==> src/shared/rtfr_pkg.sv <==
// register map, field layout and carrier types for the remote fraction register slice
package rtfr_pkg;
  // ---------------------------------------------------------------
  // command codes
  // ---------------------------------------------------------------
  localparam logic [7:0] CMD_RESULT_INTEGER = 8'h01;
  localparam logic [7:0] CMD_HIGH_INTEGER = 8'h07;
  localparam logic [7:0] CMD_LOW_INTEGER = 8'h08;
  localparam logic [7:0] CMD_RESULT_FRACTION = 8'h10;
  localparam logic [7:0] CMD_HIGH_FRACTION = 8'h13;
  localparam logic [7:0] CMD_LOW_FRACTION = 8'h14;
  // ---------------------------------------------------------------
  // reset values and field layout
  // ---------------------------------------------------------------
  localparam logic [7:0] RST_HIGH_INTEGER = 8'h50;
  localparam logic [7:0] RST_LOW_INTEGER = 8'h00;
  localparam logic [3:0] RST_FRACTION = 4'h0;
  localparam logic [11:0] RST_RESULT = 12'h000;
  localparam int FRAC_MSB = 7;
  localparam int FRAC_LSB = 4;
  localparam logic [7:0] UNMAPPED_READ = 8'h00;
  // one fraction step is 1/16 degree, unsigned
  localparam int FRAC_STEPS_PER_DEGREE = 16;

  // host request toward the register slice
  typedef struct packed {
    logic wr;
    logic rd;
    logic word;
    logic [7:0] cmd;
    logic [7:0] wdata;
  } rtfr_req_t;

  // answer back to the host
  typedef struct packed {
    logic valid;
    logic [7:0] first;
    logic [7:0] second;
  } rtfr_rsp_t;

  // limits toward the comparison logic
  typedef struct packed {
    logic [11:0] high;
    logic [11:0] low;
  } rtfr_limits_t;
endpackage

==> src/rtl/rtfr_regs.sv <==
// remote temperature fraction registers with coherent word read and fault-queue purge
`timescale 1ns/100ps
module rtfr_regs
  import rtfr_pkg::*;
(
  // clock and reset
  input wire logic clk,
  input wire logic rst_b,
  // host command port, same clock
  input wire rtfr_req_t req,
  output rtfr_rsp_t rsp,
  // conversion result from the converter, same clock
  input wire logic conv_done,
  input wire logic [11:0] conv_result,
  // toward comparison and fault-queue logic
  output rtfr_limits_t limits,
  output logic purge_high,
  output logic purge_low,
  output logic result_valid
);

  // ---------------------------------------------------------------
  // state
  // ---------------------------------------------------------------
  logic [11:0] result;
  logic [3:0] high_frac;
  logic [3:0] low_frac;
  logic [7:0] high_int;
  logic [7:0] low_int;
  logic have_result;
  logic [11:0] next_result;
  logic [3:0] next_high_frac;
  logic [3:0] next_low_frac;
  logic [7:0] next_high_int;
  logic [7:0] next_low_int;
  logic next_have_result;
  rtfr_rsp_t next_rsp;
  rtfr_limits_t next_limits;
  logic next_purge_high;
  logic next_purge_low;

  // place a fraction nibble in its byte with the reserved bits zero
  function automatic logic [7:0] frac_byte(input logic [3:0] nib);
    frac_byte = {nib, 4'h0};
  endfunction

  // ---------------------------------------------------------------
  // next-value logic
  // ---------------------------------------------------------------
  // the word read returns both halves of the same result register in one
  // cycle, so a conversion landing this cycle cannot split them
  always_comb begin
    next_result = result;
    next_have_result = have_result;
    next_high_frac = high_frac;
    next_low_frac = low_frac;
    next_high_int = high_int;
    next_low_int = low_int;
    next_purge_high = 1'b0;
    next_purge_low = 1'b0;
    next_rsp = '0;
    if (conv_done) begin
      next_result = conv_result;
      next_have_result = 1'b1;
    end
    if (req.wr && !req.word) begin
      case (req.cmd)
        CMD_HIGH_FRACTION: begin
          next_high_frac = req.wdata[FRAC_MSB:FRAC_LSB];
          next_purge_high = 1'b1;
        end
        CMD_LOW_FRACTION: begin
          next_low_frac = req.wdata[FRAC_MSB:FRAC_LSB];
          next_purge_low = 1'b1;
        end
        CMD_HIGH_INTEGER: begin
          next_high_int = req.wdata;
          next_purge_high = 1'b1;
        end
        CMD_LOW_INTEGER: begin
          next_low_int = req.wdata;
          next_purge_low = 1'b1;
        end
        default: begin
          next_purge_high = 1'b0; // writes elsewhere or to read-only codes are dropped
        end
      endcase
    end
    // reads answer from the registers as they stand, so a read beside a write returns the old value
    if (req.rd) begin
      next_rsp.valid = 1'b1;
      if (req.word) begin
        // only the result integer code answers a word read
        if (req.cmd == CMD_RESULT_INTEGER) begin
          next_rsp.first = result[11:4];
          next_rsp.second = frac_byte(result[3:0]);
        end else begin
          next_rsp.first = UNMAPPED_READ;
          next_rsp.second = UNMAPPED_READ;
        end
      end else begin
        case (req.cmd)
          CMD_RESULT_INTEGER: next_rsp.first = result[11:4];
          CMD_RESULT_FRACTION: next_rsp.first = frac_byte(result[3:0]);
          CMD_HIGH_FRACTION: next_rsp.first = frac_byte(high_frac);
          CMD_LOW_FRACTION: next_rsp.first = frac_byte(low_frac);
          CMD_HIGH_INTEGER: next_rsp.first = high_int;
          CMD_LOW_INTEGER: next_rsp.first = low_int;
          default: next_rsp.first = UNMAPPED_READ;
        endcase
      end
    end
    // limits are built from the next values, so they change on the same edge as the registers
    next_limits.high = {next_high_int, next_high_frac};
    next_limits.low = {next_low_int, next_low_frac};
  end

  // ---------------------------------------------------------------
  // registers
  // ---------------------------------------------------------------
  always_ff @(posedge clk or negedge rst_b) begin
    if (!rst_b) begin
      result <= RST_RESULT;
      have_result <= 1'b0;
      high_frac <= RST_FRACTION;
      low_frac <= RST_FRACTION;
      high_int <= RST_HIGH_INTEGER;
      low_int <= RST_LOW_INTEGER;
      rsp <= '0;
      limits <= {RST_HIGH_INTEGER, RST_FRACTION, RST_LOW_INTEGER, RST_FRACTION};
      purge_high <= 1'b0;
      purge_low <= 1'b0;
      result_valid <= 1'b0;
    end else begin
      result <= next_result;
      have_result <= next_have_result;
      high_frac <= next_high_frac;
      low_frac <= next_low_frac;
      high_int <= next_high_int;
      low_int <= next_low_int;
      rsp <= next_rsp;
      limits <= next_limits;
      purge_high <= next_purge_high;
      purge_low <= next_purge_low;
      result_valid <= next_have_result;
    end
  end
endmodule

==> config.mk <==
export PLATFORM = sky130hd
export DESIGN_NAME = rtfr_regs
export DESIGN_NICKNAME = d
export VERILOG_FILES = /design/src/shared/rtfr_pkg.sv /design/src/rtl/rtfr_regs.sv
export SDC_FILE = /design/constraint.sdc
export NUM_CORES = 1
export LEC_CHECK = 0
export ABC_CLOCK_PERIOD_IN_PS = 980
export CORE_MARGIN = 2
export CORE_UTILIZATION = 54
export CTS_BUF_LIST = sky130_fd_sc_hd__clkbuf_2
export CTS_CLUSTER_DIAMETER = 40
export DETAILED_ROUTE_END_ITERATION = 12
export DONT_BUFFER_PORTS = 1
export PLACE_DENSITY = 0.72
export SKIP_CTS_REPAIR_TIMING = 1
export SLEW_MARGIN = 30
export SYNTH_ARGS = -nofsm -noshare
export SYNTH_HDL_FRONTEND = slang
export SYNTH_SLANG_ARGS = --single-unit
==> constraint.sdc <==
create_clock -name clk -period 0.98 [get_ports clk]
set_input_delay 0.196 -clock clk [delete_from_list [all_inputs] [get_ports clk]]
set_output_delay 0.196 -clock clk [all_outputs]
set_load 0.01 [all_outputs]
After elaboration in Yosys (flattened, before gate mapping)
Cells that the tools add are included.

Logic and storage cells: 40. Output and inout port bits: 44. Flip-flop bits (word level): 80.

Equality and inequality tests: 6. Multiplexer cells: 17. Reduce and logical (&&, ||, !) cells: 4.

Operators with widths (number): two-way mux 8 bit (6); one-hot mux 8 bit (6 select lines) (1); == test 8 x 5 -> 1 bit, second input constant (3); two-way mux 17 bit (1); two-way mux 16 bit (1); two-way mux 4 bit (4); == test 8 x 1 -> 1 bit, second input constant (1); == test 8 x 3 -> 1 bit, second input constant (1); == test 8 x 4 -> 1 bit, second input constant (1); two-way mux 1 bit (4); OR reduction 2 bit (2); logical AND 1 bit (1); zero test 1 bit (1).

Depth between registers and ports, before layout
Gate-level depths: netlist (run 1).

Depth in word-level cells: 4. Mapped depth: 5. Gate-level depth less buffers: 4.

Worst setup path before layout (run 1)
No wires, ideal clock.

Path kind: input-to-reg. From: in req[16] in the netlist's numbering. To: reg high_int[0]. Stages: 5. Setup slack: -0.389 ns. Data required time: 0.855 ns. Setup time: 0.125 ns. Arrival time: 1.245 ns. Cells stage by stage: buf_2 and2b_1 and2_2 nand2_4 mux2_2.

Word-level cells in the longest chain between the ends: 3.

RTL lines: from (decl) (line rtfr_regs.sv:10) `input wire rtfr_req_t req,`; zero test 1 bit (line rtfr_regs.sv:66) `if (req.wr && !req.word) begin`; logical AND 1 bit (line rtfr_regs.sv:66); two-way mux 8 bit (line rtfr_regs.sv:66); to (signal assigned) (line rtfr_regs.sv:139) `high_int <= next_high_int;`; to (decl) (line rtfr_regs.sv:28) `logic [7:0] high_int;`.

Every way passes these cells. A chain may end at the register's enable or synchronous reset.

==> results.txt, run 1 <==
Final Wtd Congestion - 0.992
worst-margin pin slew - 623 ps
Reg2Reg Setup Slack - -210 ps
DR vias - 1624
CP Buf/Inv Count - 1
Reg clk slew, reported paths - 230 ps
Worst Setup Slack, final - -336 ps
Detailed Route WL - 5620 um
Worst Hold Slack - -576 ps
Mapped Cells - 161
TritonCTS clock tree - done
largest fanout on the critical path - 2
number of diodes - 0
CTS buffer count - 5
Worst EP required - 780 ps
half-perimeter wire length after placement - 3730 um
Die Wd - 68.2 um
slowest stage delay, CP - 590 ps
maximum VDD drop - 0.973 mV
number of flops mapped to enable cells by yosys - 0
skew final - 15.6 ps
fillers - 228
syn avg cell area - 13.8 um2
grt total ovfl - 0
CP delay by family, top - flip-flops
final net count - 266
PortBufs - 0
worst min path class - input port to async pin
min Tclk post-route - 1320 ps
drt pass-1 iters - 4
DR iter-0 viols - 112
vias in the first global route - 1491
critical-path cell list - buf_6
CTS root buf - clkbuf_2
most common cell after layout, fill and taps aside - dfrtp_1
Reg-to-Reg Start - low_int[3]
Worst Path Arrival - 1120 ps
DR WL/cell - 19.8 um
failing checks - hold timing, setup timing
finished layout cell area - 3090 um2
GRT Overall Usage - 0.227
Cell Pwr Density - 1130 nW/um2
Hold Vio Cnt, Final - 54
Final Slew Violations - 0
first-pass GRT wire length - 7590 um
Max-cap violations - 0
Synth Cell Area - 2230 um2
initial antenna violation count - 0
worst reg2reg path depth - 3
Clock Tree Buf Depth - 2
Post-DP Area - 2550 um2
largest net degree at the start of global routing - 53
Starting Density - 0.557
Fmax - 760 MHz
fin crit share - 1.34
Top-Level Pins - 78
DIE HEIGHT - 68.2 um
Setup CP Type - register to output pin
num rows - 23
Core Region - 4000 um2
DIE AREA - 4660 um2
status - complete, but fails checks
top_reg_cell synth - dfrtp_1
clk sink count - 52
FF+latch count, synth - 52
Synth async-reset ratio - 1.00
vias per cell - 5.74
Final Setup Violations - 63
r2r endpoint - rsp[11]
Worst setup SP type - register
clock latency at the later pin of the worst-skew pair - 420 ps
Synth warnings - 0
Setup WS pre-CTS - -357 ps
synth unique cells - 29
CP max stage cell - dfstp_2
Routed Antenna Nets - 0
Remaining DRCs - 0
Crit. End Element - output pin
Rel. slew slack - 0.583
most frequent cells in the layout - dfrtp_1, dlygate4sd3_1, buf_4
leak pwr - 1.47 nW
layout cell share with drive strength beyond 1 - 0.485
# H-tree levels - 2
area grow syn2layout - 38.6%
Seq/Total Area, Yosys - 0.585
RSZ-0062 raised after global routing - true
[cells in the mapped netlist, types with 2 or more instances]
cell type / instances / area (um2)
mux2_4: 4 / 60.1
buf_2: 2 / 10.0
nor4b_4: 2 / 47.6
dfrtp_1: 50 / 1250
nor2b_1: 2 / 12.5
a22oi_1: 8 / 60.1
buf_4: 4 / 30.0
o21ai_0: 4 / 20.0
nand4_1: 2 / 12.5
nor2_1: 10 / 37.5
o22ai_1: 4 / 25.0
dfstp_2: 2 / 52.6
mux2_2: 28 / 315
a222oi_1: 4 / 40.0
nand2_4: 3 / 33.8
a2bb2oi_1: 8 / 70.1
inv_1: 4 / 15.0
clkbuf_1: 2 / 7.51
nand2_1: 8 / 30.0
[per-stage QoR]
stage / instances / setup TNS [ps] / total power, W / utilization
2_1_floorplan: 164 / -7910 / 0.00251 / -
3_3_place_gp: 236 / -9410 / 0.00255 / 0.638
3_5_place_dp: 236 / -10170 / 0.00256 / 0.638
4_1_cts: 244 / -8030 / 0.00335 / 0.648
5_1_grt: 283 / -12500 / 0.00364 / 0.772
6_report: 283 / -9560 / 0.00350 / 0.772
[cell families (layout without fill, tap and decap cells)]
logic type | Yosys count | in the layout | share of synthesized area
compound gates | 28 | 28 | 0.0966
buf+inv | 12 | 81 | 0.0281
flops | 52 | 52 | 0.585
mux | 32 | 32 | 0.168
other cells | 1 | 4 | 0.00168
simple gates | 36 | 36 | 0.120
[worst max path at each step]
stage | start | endpoint | depth (start not counted)
floorplan | req[13] | limits[3] | 4
global placement | req[13] | high_int[2] | 4
detailed placement | req[13] | low_frac[2] | 4
CTS | high_int[2] | limits[18] | 2
global route | high_int[4] | limits[20] | 1
finish | high_int[6] | limits[22] | 1
[report_power, final]
group | total (W) | switching [W] | internal [W]
clock | 0.000803 | 0.000612 | 0.000191
combinational | 0.000398 | 0.000151 | 0.000248
sequential | 0.00230 | 0.0000690 | 0.00223
total | 0.00350 | 0.000832 | 0.00267
[per-layer routing]
layer | vias to the layer above | track usage | wire, um
met4 | 0 | 0.105 | 117
met5 | - | 0 | 0
met3 | 11 | 0.0707 | 373
met1 | 827 | 0.283 | 2240
li1 | 724 | - | -
met2 | 62 | 0.359 | 2890
[flip-flops by register name, indices dropped and copies added (netlist names)]
signal	count
result	12
high_int	8
purge_high	1
high_frac	3
low_frac	3
limits	3
rsp	13
purge_low	1
low_int	7
have_result	1
[area by class of cell]
type	instances	area [um2]	area share
clock buffers	7	35.0	0.0113
flip-flops and latches	52	1310	0.424
repair buffers	69	661	0.214
clock inverters	1	3.75	0.00122
multi-input cells	100	1000	0.324
inverters	4	15.0	0.00486
well taps	50	62.6	0.0203
(Power assumes the default switching activity.)
==> inputs of run 2 (changes only) <==
--- a/config.mk
+++ b/config.mk
@@ -5,8 +5,9 @@
 export SDC_FILE = /design/constraint.sdc
 export NUM_CORES = 1
 export LEC_CHECK = 0
+export ABC_AREA = 1
 export ABC_CLOCK_PERIOD_IN_PS = 980
-export CORE_MARGIN = 2
+export CORE_MARGIN = 4
 export CORE_UTILIZATION = 54
 export CTS_BUF_LIST = sky130_fd_sc_hd__clkbuf_2
 export CTS_CLUSTER_DIAMETER = 40
==> run 2 against run 1 <==
  * The flow still finishes with violations (hold timing, setup timing)
  * Combinational power up 8.3%
  * Highest routed layer unchanged
  * Critical path depth did not move
  * Sequential share of layout area is 2.7 points lower
  * Critical endpoint is now limits[20]
  * Register-to-register slack improved by 80 ps
==> results.txt, run 2 <==
number of flops mapped to enable cells by yosys - 0
Reg-to-Reg Start - high_int[6]
CP max stage cell - dfstp_2
Setup CP Type - register to output pin
DIE AREA - 5750 um2
area leader, netlist - dfrtp_1
Seq/Total Area, Yosys - 0.525
CP delay by family, top - flip-flops
grt total ovfl - 0
Remaining DRCs - 0
Worst Path Arrival - 1130 ps
Crit. End Element - output pin
clk sink count - 52
layout cell share with drive strength beyond 1 - 0.318
fillers - 316
worst-margin pin slew - 591 ps
final net count - 395
top flop regs - rsp: 13 flops, result: 12 flops, high_int: 8 flops
total negative slack - -8440 ps
GR peak layer - met2
largest net degree at the start of global routing - 53
count leader, synth - nand2_1
Clock Tree Buf Depth - 2
top cells by count, synth - nand2_1, dfrtp_1, inv_1
max reg flops - 13
Synth warnings - 0
Starting Density - 0.562
syn avg cell area - 8.33 um2
Reg clk slew, reported paths - 260 ps
Final Wtd Congestion - 0.820
DR vias - 2159
synth unique cells - 23
Worst Hold Slack - -602 ps
Detailed Route WL - 6100 um
Multi-input gate area - 1120 um2
PortBufs - 0
FF+latch area - 1310 um2
Post-DP Area - 2760 um2
Global Route met2 Usage - 0.304
GRT Overall Usage - 0.201
GRT met1 Usage - 0.276
# H-tree levels - 2
largest fanout on the critical path - 2
worst min path class - input port to async pin
Final Slew Violations - 0
Synth Cell Area - 2480 um2
first-pass GRT wire length - 8610 um
Synth async-reset ratio - 1.00
min Tclk post-route - 1330 ps
Worst setup SP type - register
Max-cap violations - 0
Core Region - 4410 um2
RSZ-0062 raised after global routing - true
CP Buf/Inv Count - 1
FF+latch count, synth - 52
number of diodes - 0
top_reg_cell synth - dfrtp_1
fin crit share - 1.36
top post-synthesis cells by area - dfrtp_1, nand2_1, o21ai_2
GR Util met3 - 0.0646
CTS root buf - clkbuf_2
area grow syn2layout - 32.7%
DIE HEIGHT - 75.8 um
Hold Vio Cnt, Final - 52
r2r endpoint - rsp[14]
Worst EP required - 780 ps
Yosys top cell area share - 0.504
vias per cell - 5.21
drt pass-1 iters - 4
DR WL/cell - 14.7 um
finished layout cell area - 3290 um2
Final Setup Violations - 52
half-perimeter wire length after placement - 4130 um
Worst Setup Slack, final - -349 ps
skew final - 30.8 ps
failing checks - hold timing, setup timing
Die Wd - 75.8 um
critical-path cell list - buf_6
leak pwr - 1.70 nW
clock latency at the later pin of the worst-skew pair - 440 ps
Largest Register - rsp
Top-Level Pins - 78
CTS buffer count - 5
most common cell after layout, fill and taps aside - nand2_1
DR iter-0 viols - 141
initial antenna violation count - 0
Fmax - 752 MHz
most frequent cells in the layout - nand2_1, dfrtp_1, inv_1
Cell Pwr Density - 1080 nW/um2
Reg2Reg Setup Slack - -130 ps
Rel. slew slack - 0.605
slowest stage delay, CP - 590 ps
Routed Antenna Nets - 0
Mapped Cells - 298
vias in the first global route - 1818
TritonCTS clock tree - done
maximum VDD drop - 0.939 mV
status - complete, but fails checks
num rows - 24
worst reg2reg path depth - 7
run 2: cell type report:
type                    count  share of cell area
clock inverters             1             0.00152
well taps                  52              0.0198
multi-input cells         207               0.339
inverters                  33              0.0407
repair buffers             62               0.191
clock buffers               7              0.0106
flip-flops and latches     52               0.397
run 2: routing by layer:
layer  share of wire  wire length (um)
met1            0.42              2590
met5               0                 0
met4           0.012                73
met2            0.48              2920
met3           0.086               522
run 2: worst register-to-register path, stage by stage (launching register included):
cell and delay [ps]:
dfstp_2 600, buf_4 110, nand3_1 60, nand2_1 80, nor2_2 50, nand3_1 60
nand2_1 60, nor2_1 80
run 2: cell families after synthesis:
group / after synthesis / share of synthesized area
simple gates: 166 / 0.296
flops: 52 / 0.525
buf+inv: 42 / 0.0786
compound gates: 37 / 0.0988
other cells: 1 / 0.00151
run 2: metrics by stage:
step / hold WS, ps / power [W] / setup WS (ps) / util / instances
floorplan: -99.6 / 0.00254 / -65.1 / - / 301
global placement: -97.9 / 0.00261 / -204 / 0.626 / 373
detailed placement: -98.2 / 0.00262 / -216 / 0.626 / 373
CTS: -609 / 0.00343 / -367 / 0.635 / 381
global route: -646 / 0.00372 / -421 / 0.746 / 414
finish: -602 / 0.00356 / -349 / 0.746 / 414
run 2: worst max-delay path by stage:
stage	from	end	cells after the start
after global placement	req[11]	rsp[12]	9
after global routing	high_int[6]	limits[22]	1
final	high_int[4]	limits[20]	1
after floorplan	req[15]	low_int[6]	9
after CTS	high_int[4]	limits[20]	1
after detailed placement	req[11]	rsp[10]	7
run 2: report_power, final:
part	switching (W)	leakage, nW	internal [W]
clock network	0.000645	0.0330	0.000194
logic	0.000227	0.984	0.000204
registers	0.0000555	0.679	0.00223
total	0.000927	1.70	0.00263
